[src/rtl/mark_latch_cfg.svh]
// Constants of the mark position latch: command codes, frame lengths,
// field positions and reset values. Assumes inclusion by bare name.
//
// What this block does
// RL1: Capture position on sensor rise and fall separately
// RL2: No capture during home return or manual
// RL3: Capture works in point-table and program methods
// RL4: Command 1A number 00 returns rising value, 8
// RL5: Command 1A number 01 returns falling value, 8
// RL6: Numbers 02, 03 return value plus info, 12
// RL7: Host sends 1A with number selecting edge, format
// RL8: Device answers plain read with captured position
// RL9: Roll feed reports distance from start point
// RL10: Values hold until next edge; reads harmless
`ifndef MARK_LATCH_CFG_SVH
`define MARK_LATCH_CFG_SVH

// ==========================================================
// Command link
`define ML_CMD_READ_LATCH 8'h1A
`define ML_DNO_RISE_PLAIN 8'h00
`define ML_DNO_FALL_PLAIN 8'h01
`define ML_DNO_RISE_EXT   8'h02
`define ML_DNO_FALL_EXT   8'h03
`define ML_LEN_PLAIN      4'h8
`define ML_LEN_EXT        4'hC
`define ML_LEN_NONE       4'h0

// ==========================================================
// Widths and info field layout
`define ML_POS_W          32
`define ML_INFO_W         16
`define ML_INFO_RISE_DONE 0
`define ML_INFO_FALL_DONE 1
`define ML_INFO_ROLL_FEED 2
`define ML_INFO_FALL_SEL  3
`define ML_INFO_ARMED     4

// ==========================================================
// Reset values
`define ML_RST_POS        32'h0000_0000
`define ML_RST_INFO       16'h0000

`endif

[src/rtl/mark_latch_pkg.sv]
// Types shared by the mark position latch modules.
// Assumes the constants header is compiled alongside.
package mark_latch_pkg;
  // ==========================================================
  // Positioning method reported by the motion controller
  typedef enum logic [1:0] {
    METHOD_POINT_TABLE,
    METHOD_PROGRAM,
    METHOD_OTHER
  } method_t;

  // ==========================================================
  // Command link state
  typedef enum logic {
    ST_IDLE,
    ST_ANSWER
  } link_state_t;

  // ==========================================================
  // Decoded read selection
  typedef struct packed {
    logic ok;
    logic fall;
    logic ext;
  } read_sel_t;
endpackage

[src/rtl/capture_if.sv]
// Carrier between the latch controller and the edge capture unit.
// Assumes both ends run on the same clock.
`timescale 1ns/1ps
`default_nettype none
interface capture_if #(parameter int POS_W = 32);
  logic             arm;
  logic [POS_W-1:0] pos;
  logic             rise_evt;
  logic             fall_evt;
  logic [POS_W-1:0] rise_val;
  logic [POS_W-1:0] fall_val;

  modport ctrl (output arm, output pos,
                input rise_evt, input fall_evt, input rise_val, input fall_val);
  modport cap  (input arm, input pos,
                output rise_evt, output fall_evt, output rise_val, output fall_val);
endinterface
`default_nettype wire

[src/rtl/edge_capture.sv]
// Edge capture unit: synchronises the mark sensor pin and stores the
// offered position on each qualifying edge.
// Assumes the pin is asynchronous to clk.
`timescale 1ns/1ps
`include "mark_latch_cfg.svh"
`default_nettype none
module edge_capture (
  // Clock and reset
  input  wire logic clk,
  input  wire logic rst,
  // Sensor pin
  input  wire logic sens_pin,
  // Capture carrier
  capture_if.cap    c
);
  logic                    sync1_r;
  logic                    sync2_r;
  logic                    prev_r;
  logic                    rise_r;
  logic                    fall_r;
  logic [`ML_POS_W-1:0]    rise_val_r;
  logic [`ML_POS_W-1:0]    fall_val_r;
  logic                    rise_nxt;
  logic                    fall_nxt;
  logic [`ML_POS_W-1:0]    rise_val_nxt;
  logic [`ML_POS_W-1:0]    fall_val_nxt;

  // ==========================================================
  // Edge detect and capture
  // The level is tracked while disarmed, so re-arming never fakes an edge
  always_comb begin
    rise_nxt     = c.arm & sync2_r & ~prev_r;                 // [RL1] [RL2]
    fall_nxt     = c.arm & ~sync2_r & prev_r;                 // [RL1] [RL2]
    rise_val_nxt = rise_nxt ? c.pos : rise_val_r;             // [RL1] [RL10]
    fall_val_nxt = fall_nxt ? c.pos : fall_val_r;             // [RL1] [RL10]
  end

  always_ff @(posedge clk or posedge rst) begin
    if (rst) begin
      sync1_r    <= 1'b0;
      sync2_r    <= 1'b0;
      prev_r     <= 1'b0;
      rise_r     <= 1'b0;
      fall_r     <= 1'b0;
      rise_val_r <= `ML_RST_POS;
      fall_val_r <= `ML_RST_POS;
    end else begin
      sync1_r    <= sens_pin;
      sync2_r    <= sync1_r;
      prev_r     <= sync2_r;
      rise_r     <= rise_nxt;
      fall_r     <= fall_nxt;
      rise_val_r <= rise_val_nxt;
      fall_val_r <= fall_val_nxt;
    end
  end

  assign c.rise_evt = rise_r;
  assign c.fall_evt = fall_r;
  assign c.rise_val = rise_val_r;
  assign c.fall_val = fall_val_r;
endmodule
`default_nettype wire

[src/rtl/mark_position_latch.sv]
// Mark position latch: arms the edge capture unit, keeps latch-complete
// flags and answers read commands on the host command port.
// Assumes ACT_POSITION and the mode inputs come from logic on MCLK.
`timescale 1ns/1ps
`include "mark_latch_cfg.svh"
`default_nettype none
module mark_position_latch #(
  parameter int POS_W  = `ML_POS_W,
  parameter int INFO_W = `ML_INFO_W
) (
  // Clock and reset
  input  wire logic                    MCLK,
  input  wire logic                    RST,
  // Mark sensor pin
  input  wire logic                    MARK_SENSOR_INPUT,
  // Motion state
  input  wire logic [POS_W-1:0]        ACT_POSITION,
  input  wire logic [POS_W-1:0]        START_POSITION,
  input  wire logic                    ROLL_FEED_EN,
  input  wire mark_latch_pkg::method_t POS_METHOD,
  input  wire logic                    HOME_RETURN_BUSY,
  input  wire logic                    MANUAL_OP_BUSY,
  // Command request
  input  wire logic                    CMD_VALID,
  output logic                         CMD_READY,
  input  wire logic [7:0]              CMD_CODE,
  input  wire logic [7:0]              CMD_DATA_NO,
  // Command answer
  output logic                         RSP_VALID,
  output logic                         RSP_ERROR,
  output logic [3:0]                   RSP_LEN,
  output logic [POS_W-1:0]             RSP_DATA,
  output logic [INFO_W-1:0]            RSP_INFO,
  // Latch status
  output logic                         CAPTURE_ARMED,
  output logic                         RISE_LATCHED,
  output logic                         FALL_LATCHED
);

  // ==========================================================
  // Helpers
  // Distance from the start point, wrapping like the position counter
  function automatic logic [POS_W-1:0] feed_pos(input logic [POS_W-1:0] act,
                                                input logic [POS_W-1:0] start,
                                                input logic             roll);
    logic [POS_W-1:0] diff;
    diff = act - start;
    feed_pos = roll ? diff : act;
  endfunction

  // Any unknown code or number is refused rather than guessed
  function automatic mark_latch_pkg::read_sel_t decode(input logic [7:0] code,
                                                       input logic [7:0] dno);
    mark_latch_pkg::read_sel_t s;
    s.ok   = 1'b0;
    s.fall = 1'b0;
    s.ext  = 1'b0;
    if (code == `ML_CMD_READ_LATCH) begin
      case (dno)
        `ML_DNO_RISE_PLAIN: begin
          s.ok = 1'b1;
        end
        `ML_DNO_FALL_PLAIN: begin
          s.ok   = 1'b1;
          s.fall = 1'b1;
        end
        `ML_DNO_RISE_EXT: begin
          s.ok  = 1'b1;
          s.ext = 1'b1;
        end
        `ML_DNO_FALL_EXT: begin
          s.ok   = 1'b1;
          s.fall = 1'b1;
          s.ext  = 1'b1;
        end
        default: begin
          s.ok = 1'b0;
        end
      endcase
    end
    decode = s;
  endfunction

  // ==========================================================
  // Capture arming and edge unit
  capture_if #(.POS_W(POS_W)) cap ();

  logic arm;
  logic method_ok;

  always_comb begin
    method_ok = (POS_METHOD == mark_latch_pkg::METHOD_POINT_TABLE) ||
                (POS_METHOD == mark_latch_pkg::METHOD_PROGRAM);       // [RL3]
    arm       = method_ok & ~HOME_RETURN_BUSY & ~MANUAL_OP_BUSY;     // [RL2]
  end

  assign cap.arm = arm;
  assign cap.pos = feed_pos(ACT_POSITION, START_POSITION, ROLL_FEED_EN); // [RL9]

  edge_capture u_edge (
    .clk      (MCLK),
    .rst      (RST),
    .sens_pin (MARK_SENSOR_INPUT),
    .c        (cap)
  );

  // ==========================================================
  // Latch-complete flags and capture context
  // Edges are one synchroniser apart, so a rise and a fall never coincide
  logic rise_done_r;
  logic fall_done_r;
  logic rise_roll_r;
  logic fall_roll_r;
  logic rise_done_nxt;
  logic fall_done_nxt;
  logic rise_roll_nxt;
  logic fall_roll_nxt;

  always_comb begin
    rise_done_nxt = rise_done_r;
    fall_done_nxt = fall_done_r;
    rise_roll_nxt = rise_roll_r;
    fall_roll_nxt = fall_roll_r;
    if (cap.rise_evt) begin
      rise_done_nxt = 1'b1;                                  // [RL1]
      fall_done_nxt = 1'b0;
      rise_roll_nxt = ROLL_FEED_EN;                          // [RL9]
    end
    if (cap.fall_evt) begin
      fall_done_nxt = 1'b1;                                  // [RL1]
      rise_done_nxt = 1'b0;
      fall_roll_nxt = ROLL_FEED_EN;                          // [RL9]
    end
  end

  always_ff @(posedge MCLK or posedge RST) begin
    if (RST) begin
      rise_done_r <= 1'b0;
      fall_done_r <= 1'b0;
      rise_roll_r <= 1'b0;
      fall_roll_r <= 1'b0;
    end else begin
      rise_done_r <= rise_done_nxt;
      fall_done_r <= fall_done_nxt;
      rise_roll_r <= rise_roll_nxt;
      fall_roll_r <= fall_roll_nxt;
    end
  end

  // ==========================================================
  // Command link
  // One request per two cycles: the answer cycle blocks the next one
  mark_latch_pkg::link_state_t state_r;
  mark_latch_pkg::link_state_t state_nxt;
  mark_latch_pkg::read_sel_t   sel;
  logic                        take;
  logic                        err_r;
  logic                        err_nxt;
  logic [3:0]                  len_r;
  logic [3:0]                  len_nxt;
  logic [POS_W-1:0]            data_r;
  logic [POS_W-1:0]            data_nxt;
  logic [INFO_W-1:0]           info_r;
  logic [INFO_W-1:0]           info_nxt;

  assign CMD_READY = (state_r == mark_latch_pkg::ST_IDLE);
  assign take      = CMD_VALID & CMD_READY;                   // [RL7]

  always_comb begin
    sel       = decode(CMD_CODE, CMD_DATA_NO);                // [RL7]
    state_nxt = state_r;
    err_nxt   = err_r;
    len_nxt   = len_r;
    data_nxt  = data_r;
    info_nxt  = info_r;
    case (state_r)
      mark_latch_pkg::ST_IDLE: begin
        if (take) begin
          state_nxt = mark_latch_pkg::ST_ANSWER;
          err_nxt   = ~sel.ok;
          info_nxt  = `ML_RST_INFO;
          if (!sel.ok) begin
            len_nxt  = `ML_LEN_NONE;
            data_nxt = `ML_RST_POS;
          end else begin
            // Reading only copies; the stored values stay untouched
            data_nxt = sel.fall ? cap.fall_val : cap.rise_val; // [RL8] [RL10]
            len_nxt  = sel.ext ? `ML_LEN_EXT : `ML_LEN_PLAIN;  // [RL4] [RL5] [RL6]
            if (sel.ext) begin
              info_nxt[`ML_INFO_RISE_DONE] = rise_done_r;      // [RL6]
              info_nxt[`ML_INFO_FALL_DONE] = fall_done_r;
              info_nxt[`ML_INFO_ROLL_FEED] = sel.fall ? fall_roll_r : rise_roll_r;
              info_nxt[`ML_INFO_FALL_SEL]  = sel.fall;
              info_nxt[`ML_INFO_ARMED]     = arm;
            end
          end
        end
      end
      mark_latch_pkg::ST_ANSWER: begin
        state_nxt = mark_latch_pkg::ST_IDLE;
      end
      default: begin
        state_nxt = mark_latch_pkg::ST_IDLE;
      end
    endcase
  end

  always_ff @(posedge MCLK or posedge RST) begin
    if (RST) begin
      state_r <= mark_latch_pkg::ST_IDLE;
      err_r   <= 1'b0;
      len_r   <= `ML_LEN_NONE;
      data_r  <= `ML_RST_POS;
      info_r  <= `ML_RST_INFO;
    end else begin
      state_r <= state_nxt;
      err_r   <= err_nxt;
      len_r   <= len_nxt;
      data_r  <= data_nxt;
      info_r  <= info_nxt;
    end
  end

  // ==========================================================
  // Outputs
  assign RSP_VALID     = (state_r == mark_latch_pkg::ST_ANSWER);
  assign RSP_ERROR     = err_r;
  assign RSP_LEN       = len_r;
  assign RSP_DATA      = data_r;
  assign RSP_INFO      = info_r;
  assign CAPTURE_ARMED = arm;
  assign RISE_LATCHED  = rise_done_r;
  assign FALL_LATCHED  = fall_done_r;

endmodule
`default_nettype wire

[config.mk]
export PLATFORM = sky130hd
export DESIGN_NAME = mark_position_latch
export DESIGN_NICKNAME = d
export VERILOG_FILES = /design/src/rtl/mark_latch_pkg.sv /design/src/rtl/capture_if.sv /design/src/rtl/edge_capture.sv /design/src/rtl/mark_position_latch.sv
export VERILOG_INCLUDE_DIRS = /design/src /design/src/rtl
export SDC_FILE = /design/constraint.sdc
export NUM_CORES = 1
export LEC_CHECK = 0
export BUFFER_PORTS_ARGS = -buffer_cell sky130_fd_sc_hd__buf_2
export CAP_MARGIN = 20
export CORE_MARGIN = 10
export CORE_UTILIZATION = 42
export CTS_BUF_LIST = sky130_fd_sc_hd__clkbuf_16
export DETAILED_ROUTE_END_ITERATION = 10
export PLACE_DENSITY_LB_ADDON = 0.1
export SYNTH_ARGS = -nofsm -noshare
export SYNTH_HDL_FRONTEND = slang
export SYNTH_SLANG_ARGS = --single-unit
[constraint.sdc]
create_clock -name MCLK -period 6.7 [get_ports MCLK]
set_clock_uncertainty 0.2 [all_clocks]
set_input_delay 0.335 -clock MCLK [delete_from_list [all_inputs] [get_ports MCLK]]
set_output_delay 0.335 -clock MCLK [all_outputs]
set_load 0.01 [all_outputs]
==> flow_summary.toml, run 1 <==
[floorplanning]
ios = 147
die_h_um = 145.4
dieArea_sq_mm = 0.02115
initial_core_util = 0.4315
die-width_um = 145.4
num_rows = 45
core-area_sq_mm = 0.01531

[pwr]
clock_power_share = 0.420
leakage_nw = 4.120
switching_share = 0.2710
irDropWorstVdd_mv = 0.1462
intPower_mw = 1.572
p_sw_uw = 584.6
power_density_mw_per_mm2 = 269.5
comb_power_share = 0.189
power_frac_seq = 0.391
power_mw = 2.157

[grt]
grt.overflow.total = 0
track_usage = 0.1589
grt_pass1_wl_mm = 27.96
grt_max_degree = 78
antenna_found_initial = 0
grt_pass1_vias = 5578

[worst_setup_path]
path_class = "in -> reg"
path_depth = 13
crit_arrival_ns = 3.06
crit_fanout = 4
reg2reg_from = "u_edge.sync2_r"
worst_ep_required_time_ns = 6.77
startpoint_type = "input port"
crit_chain = "buf_2, inv_1, ha_1, fa_1, nor2b_4, o31a_1, o41a_1, o2111ai_2, a21oi_2, o21a_1, or3_1, a31oi_1, o21ai_1"
crit_path_max_incr_delay_ns = 0.38
crit_end = "u_edge.c.rise_val[24]"
crit_buf_inv = 2
reg2reg_depth = 6
timing.rr.end = "u_edge.c.rise_val[31]"
r2r_setup_slack_ns = 4.60
endpoint_kind = "register"
critical-path-top-delay-family = "compound AO/OA/AOI/OAI gates"
crit_start = "ACT_POSITION[0]"
cpMaxStageDelayCell = "o41a_1"

[synthesis]
yosysTopAreaCell = "dfrtp_1"
synth_cell_type_count = 53
yosys_warnings = 0
ys_ff_latch = 114
synthTopCellsByArea = "dfrtp_1 43%, mux2i_1 7.4%, nand2_1 6.6%, ha_1 5.9%, o21ai_0 4.5%"
synthCells = 722
synthFlopType = "dfrtp_1"
synth-edff-count = 0
synth-async-reset-ratio = 1.000
mappedNetlistArea_sq_mm = 0.006609
synth_top_area_share = 0.4317
syn_avg_cell_area_sq_um = 9.154
ys_seq_area_frac = 0.4317

[layout]
multi_input_area_sq_mm = 0.003371
n_fill_cell = 1506
nNetsFinal = 963
area_growth_pct = 21.09
stdcell_count = 1066
diodes = 0
drive_gt1_frac = 0.2117
seq_area_sq_mm = 0.002853
final_area_sq_mm = 0.008003

[routing]
wl_mm = 17.05
vias = 5478
viasPerCell = 5.139
ant_nets = 0
drc = 0
post_drt_wl_per_cell_um = 15.99
drt_iter0_drc = 334
firstDrtPassIters = 5

[sta]
min_period_over_period = 0.4462
finalMaxSlewViolations = 0
maxSlewHeadroom = 0.2697
worst_pin_slew_ns = 1.095
fin_crit_ns = 2.990
setup_viol = 0
grt_setup_unrepaired = "false"
hold_viol_final = 0
tns_ns = 0
hold-worst-slack_ns = 0.02275
fmax_ghz = 0.3345

[cts]
cts.clk_slew.worst_paths_ns = 0.05
cts_tree = "done"
cts.sinks = 114
cts.htree.levels = 4
numCtsBuffers = 17
cts_root_buf = "clkbuf_16"
postCtsSetupRepairBufs = 0
hold_buffers = 2
cts_repair_resize_count = 0
cts_buffer_depth = 2
clock_latency_ns = 0.40

[place]
dp_hpwl_mm = 12.79
placed_area_sq_mm = 0.007383
gp_congestion = 0.8720
port_buffers = 132
dp_cells = 1032

[min_path]
holdPathStages = 3
hold_path.class = "in -> reg"

[status]
status = "completed"

[flow_run]
maxCapViolations = 0
## stage by stage
stage          setup slack, ns    util
6_report                 3.710  0.5225
5_1_grt                  3.557  0.5225
4_1_cts                  3.725  0.5225
3_5_place_dp             3.311  0.4821
3_3_place_gp             3.354  0.4821
2_1_floorplan            3.149       -
## worst min-delay path by stage
stage	startpoint	end	slack, ns
after CTS	MANUAL_OP_BUSY	RSP_INFO[4]	0.01
after floorplan	u_edge.sync1_r	u_edge.sync2_r	0.13
after global routing	CMD_DATA_NO[1]	RSP_INFO[0]	0.03
final	MANUAL_OP_BUSY	RSP_INFO[4]	0.02
after global placement	u_edge.sync1_r	u_edge.sync2_r	0.14
after detailed placement	u_edge.sync1_r	u_edge.sync2_r	0.14
## cell usage in the layout (no fill, tap or decap), drive strengths merged, types with 3 or more instances in the layout
cell type    n
buf        138
nand2      116
dfrtp      114
o21ai       67
inv         52
mux2i       49
o31ai       36
a21oi       32
nor2        31
ha          31
clkbuf      17
a21o        15
conb        13
xnor2       11
a31oi       11
xor2        10
nor3         8
clkinv       8
o21a         7
nand3        7
nand4        6
mux2         6
nand3b       5
a211oi       5
nor2b        5
or3          4
o21bai       4
a221oi       4
bufinv       4
a32o         3
o31a         3
o211ai       3
and2         3
and3         3
o2111ai      3
## Yosys cell counts (all sizes together), types with 15 or more instances
library cell  count
nand2           116
dfrtp           114
o21ai            67
inv              50
mux2i            49
o31ai            36
a21oi            32
clkbuf           32
ha               31
nor2             31
buf              19
a21o             15
## registers in the layout, indices dropped and copies added (netlist names)
register and cells:
RSP_DATA 32, u_edge.c.fall_val 32, u_edge.c.rise_val 32, RSP_INFO 5
RSP_LEN 2, FALL_LATCHED 1, RISE_LATCHED 1, RSP_ERROR 1
RSP_VALID 1, fall_roll_r 1, rise_roll_r 1, u_edge.c.fall_evt 1
u_edge.c.rise_evt 1, u_edge.prev_r 1, u_edge.sync1_r 1, u_edge.sync2_r 1
## worst min-delay path, stage by stage
cell and delay [ns]:
buf_2 0.07, or3_1 0.11, o21ai_0 0.07
## cell type report
class,count,share of cell area
multi-input combinational,519,0.4212
sequential,114,0.3565
timing repair buffer,140,0.09068
clock buffer,17,0.05316
tap,211,0.03299
inverter,50,0.02376
clock inverter,15,0.02173
## routing by layer
layer	track usage	routed length [um]	up-vias	share of wire
met2	0.2319	7277	141	0.43
li1	-	-	2755	-
met1	0.2279	8903	2566	0.52
met5	0	0	-	0
met3	0.03881	663	16	0.039
met4	0.04297	201	0	0.012
## power groups by stage
stage	logic (mW)	registers (mW)	clock network (mW)
finish	0.407	0.844	0.906
global route	0.461	0.858	0.962
CTS	0.409	0.844	0.921
detailed placement	0.406	0.856	0
global placement	0.393	0.849	0
floorplan	0.298	0.843	0
## logic make-up after synthesis
| kind of cell | Yosys count | synth area share |
|---|---|---|
| simple gates | 195 | 0.1291 |
| compound gates | 203 | 0.1992 |
| fa+ha+maj | 32 | 0.06172 |
| flops | 114 | 0.4317 |
| other cells | 1 | 0.0005674 |
| mux | 55 | 0.08444 |
| xor+xnor | 21 | 0.02783 |
| buf+inv | 101 | 0.06551 |
Power figures use the tool's default switching activity.
==> inputs of run 2 (changes only) <==
==> constraint.sdc (replaced) <==
create_clock -name MCLK -period 2.95 [get_ports MCLK]
set_clock_uncertainty 0.2 [all_clocks]
set_input_delay 0.1475 -clock MCLK [delete_from_list [all_inputs] [get_ports MCLK]]
set_output_delay 0.1475 -clock MCLK [all_outputs]
set_load 0.01 [all_outputs]
==> run 2 against run 1 <==
  * Setup slack got worse by 3.6 ns
  * Die area did not move
  * Critical path depth is the same
  * Clock power increased by 120%
  * Critical endpoint is now u_edge.c.fall_val[28]
  * First-iteration DRC count down 12%
  * Combinational power grew to 2.5 times the previous value
  * Final cell count increased by 4.8%
  * Sequential cell count unchanged
  * Power increased by 130%
  * Global-route usage is 0.41 points higher
  * Non-clock buffer count rose by 51
  * Sequential power up 130%
==> flow_summary.toml, run 2 (synthesis gave the netlist of run 1 again) <==
[sta]
worst_pin_slew_ns = 0.7282
grt_setup_unrepaired = "true"
fin_crit_ns = 2.866
min_period_over_period = 0.9716
fmax_ghz = 0.3489
hold_viol_final = 0
setup_viol = 0
maxSlewHeadroom = 0.5140
finalMaxSlewViolations = 0

[grt]
antenna_found_initial = 0
track_usage = 0.1630
grt_pass1_vias = 5833
grt_pass1_wl_mm = 28.86
grt_max_degree = 115
grt.overflow.total = 0

[place]
gp_congestion = 0.8705
port_buffers = 132
dp_hpwl_mm = 12.92

[min_path]
hold_path.class = "in -> reg"
hp-start = "START_POSITION[0]"
holdPathStages = 4
min_to = "u_edge.c.rise_val[0]"

[layout]
nNetsFinal = 1014
drive_gt1_frac = 0.2318
n_fill_cell = 1445
mostFrequentLayoutCells = "132 x buf_2, 115 x nand2_1, 114 x dfrtp_1"
utilization = 0.5592
seq_area_sq_mm = 0.002853
layout_commonest_cell = "buf_2"
diodes = 0
area_growth_pct = 29.59
multi_input_area_sq_mm = 0.003471

[routing]
viasPerCell = 5.156
ant_nets = 0
drc = 0
wl_mm = 17.64
firstDrtPassIters = 5
post_drt_wl_per_cell_um = 15.79
vias = 5759
drt_iter0_drc = 293

[pwr]
leakage_nw = 4.331
power_density_mw_per_mm2 = 572.5
power_mw = 4.903
irDropWorstVdd_mv = 0.3497

[floorplanning]
ios = 147
die_h_um = 145.4
dieArea_sq_mm = 0.02115
initial_core_util = 0.4315
core-area_sq_mm = 0.01531
num_rows = 45
die-width_um = 145.4

[worst_setup_path]
reg2reg_depth = 6
worst_ep_required_time_ns = 3.01
critical-path-top-delay-family = "compound AO/OA/AOI/OAI gates"
crit_path_max_incr_delay_ns = 0.55
r2r_setup_slack_ns = 1.21
crit_fanout = 4
crit_chain = "dlygate4sd3_1, buf_2, ha_4, nand4_1, a211oi_2, o41a_1, o2111ai_2, buf_4, a21oi_2, o22ai_1, xnor2_1, mux2i_1, o21ai_0"
path_class = "in -> reg"
crit_buf_inv = 3
startpoint_type = "input port"
timing.rr.end = "RSP_INFO[4]"
crit_arrival_ns = 2.93
endpoint_kind = "register"
cpMaxStageDelayCell = "dlygate4sd3_1"
reg2reg_from = "RSP_VALID"

[cts]
numCtsBuffers = 17
cts_tree = "done"
cts.clk_slew.worst_paths_ns = 0.05
clock_latency_ns = 0.40
cts.sinks = 114
cts_buffer_depth = 2
cts_root_buf = "clkbuf_16"
cts.htree.levels = 4

[status]
status = "completed"

[flow_run]
maxCapViolations = 0
run 2: how the worst max path moves through the flow:
| stage | start | end | slack, ns | depth (start not counted) |
|---|---|---|---|---|
| after detailed placement | ACT_POSITION[0] | u_edge.c.rise_val[24] | -0.14 | 13 |
| after floorplan | ACT_POSITION[0] | u_edge.c.rise_val[24] | 0.27 | 12 |
| after CTS | ACT_POSITION[9] | u_edge.c.fall_val[28] | 0.008 | 13 |
| final | ACT_POSITION[9] | u_edge.c.fall_val[28] | 0.08 | 13 |
| after global placement | ACT_POSITION[0] | u_edge.c.rise_val[24] | -0.08 | 13 |
| after global routing | ACT_POSITION[12] | u_edge.c.rise_val[31] | -0.04 | 13 |
run 2: tightest hold or removal path: cells and delay by family:
kind | cells | cell delay, ns
adders and majority gates | 1 | 0.11
muxes | 1 | 0.16
AOI/OAI and AO/OA | 1 | 0.08
buffers and inverters | 1 | 0.08
run 2: metrics by stage:
stage	std cells	hold slack, ns	setup slack (ns)	area [sq um]	setup TNS [ns]
after CTS	1115	0.01110	0.008344	8449	0
after global routing	1117	0.03649	-0.04194	8564	-0.07611
after floorplan	734	-0.02107	0.2727	6658	0
final	1117	0.01735	0.08380	8564	0
after detailed placement	1046	0.06561	-0.1391	7502	-0.4237
after global placement	1046	0.05961	-0.08123	7502	-0.1574
run 2: cell type report:
class | instances | area share
repair buffers | 191 | 0.1411
inverters | 50 | 0.02235
clock buffers | 17 | 0.04967
multi-input cells | 519 | 0.4053
flip-flops and latches | 114 | 0.3331
clock inverters | 15 | 0.01768
well taps | 211 | 0.03083
run 2: where the power goes:
group	switching (mW)	total (mW)	internal, mW	leakage (nW)
Combinational	0.574	1.02	0.443	2.56
Sequential	0.119	1.92	1.80	1.48
Clock	0.668	1.97	1.30	0.287
run 2: timing repair:
item	CTS	global route
endpoints found under the setup margin	0	15
hold buffers	37	0
setup buffers	0	2
endpoints found under the hold margin	182	0
resized for setup	0	19
run 2: metal layers:
layer / global-route usage / vias up / wire [um]
li1: - / 2862 / -
met1: 0.2297 / 2709 / 9008
met2: 0.2395 / 164 / 7608
met3: 0.03788 / 24 / 725
met4: 0.05460 / 0 / 293
met5: 0 / - / 0
==> inputs of run 3 (changes only) <==
--- a/config.mk
+++ b/config.mk
@@ -6,13 +6,15 @@
 export SDC_FILE = /design/constraint.sdc
 export NUM_CORES = 1
 export LEC_CHECK = 0
+export ABC_AREA = 1
 export BUFFER_PORTS_ARGS = -buffer_cell sky130_fd_sc_hd__buf_2
 export CAP_MARGIN = 20
 export CORE_MARGIN = 10
 export CORE_UTILIZATION = 42
 export CTS_BUF_LIST = sky130_fd_sc_hd__clkbuf_16
 export DETAILED_ROUTE_END_ITERATION = 10
-export PLACE_DENSITY_LB_ADDON = 0.1
+export HOLD_SLACK_MARGIN = 0.03
+export PLACE_DENSITY = 0.74
 export SYNTH_ARGS = -nofsm -noshare
 export SYNTH_HDL_FRONTEND = slang
 export SYNTH_SLANG_ARGS = --single-unit
==> run 3 against run 2 <==
  * Register-to-register slack worse by 0.31 ns
  * Largest cell class unchanged
  * Synthesized cell count rose by 54%
  * Die area is 11% higher
  * Final cell count increased by 36%
  * Non-clock buffer count fell by 8
  * Sequential power is essentially flat
  * Clock power hardly changed
  * Hold slack improved by 0.041 ns
  * First-iteration DRC count up 100%
  * Combinational power grew 4%
  * Via count is 28% higher
  * Largest power group unchanged
  * Global-route usage is 2.1 points higher
==> flow_summary.toml, run 3 <==
[status]
status = "completed"

[layout]
diodes = 0
final_area_sq_mm = 0.009300
stdcell_count = 1518
layout_commonest_cell = "nand2_1"
nNetsFinal = 1403
area_growth_pct = 24.11
drive_gt1_frac = 0.1493
mostFrequentLayoutCells = "403 x nand2_1, 173 x inv_1, 132 x buf_2"
n_fill_cell = 1698
utilization = 0.5340

[grt]
grt_pass1_vias = 7179
grt.overflow.total = 0
antenna_found_initial = 0
track_usage = 0.1838
grt_max_degree = 65
grt_pass1_wl_mm = 35.88

[place]
placed_area_sq_mm = 0.008324
post-place-ws_ns = 0.6310
gp_congestion = 0.8650
dp_cells = 1446
port_buffers = 132
dp_hpwl_mm = 16.19

[routing]
drc = 0
viasPerCell = 4.847
vias = 7358
firstDrtPassIters = 6
ant_nets = 0
post_drt_wl_per_cell_um = 14.60
drt_iter0_drc = 590
wl_mm = 22.16

[worst_setup_path]
path_class = "in -> reg"
reg2reg_from = "u_edge.sync2_r"
reg2reg_depth = 4
timing.rr.end = "u_edge.c.rise_val[21]"
r2r_setup_slack_ns = 0.90
endpoint_kind = "register"
crit_arrival_ns = 2.54
crit_fanout = 4
startpoint_type = "input port"
worst_ep_required_time_ns = 3.04

[cts]
cts_root_buf = "clkbuf_16"
cts_buffer_depth = 2
clock_latency_ns = 0.42
cts.htree.levels = 4
hold_buffers = 42
cts_repair_resize_count = 0
cts.sinks = 114
cts_tree = "done"
postCtsSetupRepairBufs = 0
cts.clk_slew.worst_paths_ns = 0.05
numCtsBuffers = 17

[sta]
hold_viol_final = 0
hold-worst-slack_ns = 0.05786
min_period_over_period = 0.8302
tns_ns = 0
finalMaxSlewViolations = 0
fin_crit_ns = 2.449
worst_pin_slew_ns = 0.8996
fin_ws_ns = 0.5009
setup_viol = 0
fmax_ghz = 0.4083
grt_setup_unrepaired = "false"
maxSlewHeadroom = 0.3966

[min_path]
min_to = "u_edge.c.fall_val[0]"
hp-start = "START_POSITION[0]"
holdPathStages = 5
hold_path.class = "in -> reg"

[floorplanning]
num_rows = 48
core-area_sq_mm = 0.01742
die-width_um = 153.6
initial_core_util = 0.4302
dieArea_sq_mm = 0.02358
die_h_um = 153.6
ios = 147

[synthesis]
synth-async-reset-ratio = 1.000
synthFlopType = "dfrtp_1"
synth_common_cells = "403 x nand2_1, 170 x inv_1, 114 x dfrtp_1"
syn_avg_cell_area_sq_um = 6.727
synth-edff-count = 0
mappedNetlistArea_sq_mm = 0.007493
synth_top_area_share = 0.3807
yosysMostFrequentCell = "nand2_1"
synth_cell_type_count = 35
synthTopCellsByArea = "dfrtp_1 38%, nand2_1 20%, inv_1 8.5%, nand3_1 6.1%, nor2_1 5.5%"
synthCells = 1114
yosys_warnings = 0
ys_seq_area_frac = 0.3807
ys_ff_latch = 114
yosysTopAreaCell = "dfrtp_1"

[pwr]
irDropWorstVdd_mv = 0.5930
power_density_mw_per_mm2 = 529.2
leakage_nw = 5.424
power_mw = 4.922

[flow_run]
maxCapViolations = 0
-- run 3: changes by cell type after synthesis, sizes merged, moves of 11 or more --
cell	previous run	this run
nand2	116	404
inv	50	172
nand3	7	93
nor2	31	109
mux2i	49	1
o21ai	67	31
or2	0	23
a21o	15	1
a21oi	32	20
a31oi	11	0
-- run 3: cell type report --
cell class | count | area, sq um | area share
multi-input combinational | 793 | 3796 | 0.4082
sequential | 114 | 2853 | 0.3067
timing repair buffer | 183 | 1161 | 0.1248
inverter | 173 | 653.1 | 0.07023
clock buffer | 17 | 425.4 | 0.04574
tap | 225 | 281.5 | 0.03027
clock inverter | 13 | 130.1 | 0.01399
-- run 3: worst max path at each step --
stage                         start                     to  slack, ns  cells after the start
global placement    ACT_POSITION[0]  u_edge.c.rise_val[24]       0.68                     14
global route        ACT_POSITION[0]  u_edge.c.rise_val[28]       0.24                     15
CTS                 ACT_POSITION[0]  u_edge.c.rise_val[28]       0.51                     15
floorplan           ACT_POSITION[0]  u_edge.c.rise_val[28]       1.05                     13
finish              ACT_POSITION[0]  u_edge.c.rise_val[28]       0.50                     15
detailed placement  ACT_POSITION[0]  u_edge.c.rise_val[24]       0.63                     14
-- run 3: layer usage --
| layer | GRT usage | vias to the layer above | share of wire |
|---|---|---|---|
| li1 | - | 3761 | - |
| met2 | 0.3076 | 213 | 0.47 |
| met3 | 0.03738 | 26 | 0.055 |
| met1 | 0.2328 | 3358 | 0.46 |
| met4 | 0.05623 | 0 | 0.015 |
| met5 | 0 | - | 0 |
-- run 3: cell families after synthesis --
kind of cell	count (synthesis)	share of synthesized area
flops	114	0.3807
fa+ha+maj	32	0.05443
simple gates	642	0.3536
compound gates	91	0.07430
mux	1	0.001336
other cells	1	0.0005004
xor+xnor	14	0.01636
buf+inv	219	0.1187
-- run 3: critical path: stages --
cell and delay, ns:
dlygate4sd3_1 0.52, buf_2 0.11, inv_1 0.04, ha_1 0.22, fa_1 0.41, inv_1 0.12
nand3_1 0.08, nand3_1 0.16, nand3_1 0.09, nand3_1 0.16, nand2_1 0.10, nand3_1 0.09
nand3_1 0.11, nand3_1 0.10, nand2_1 0.09
-- run 3: power breakdown --
part	leakage (nW)	switching, mW	internal, mW	total (mW)
clock	0.287	0.664	1.28	1.95
combinational	3.65	0.648	0.413	1.06
sequential	1.49	0.119	1.79	1.91
total	5.42	1.43	3.49	4.92
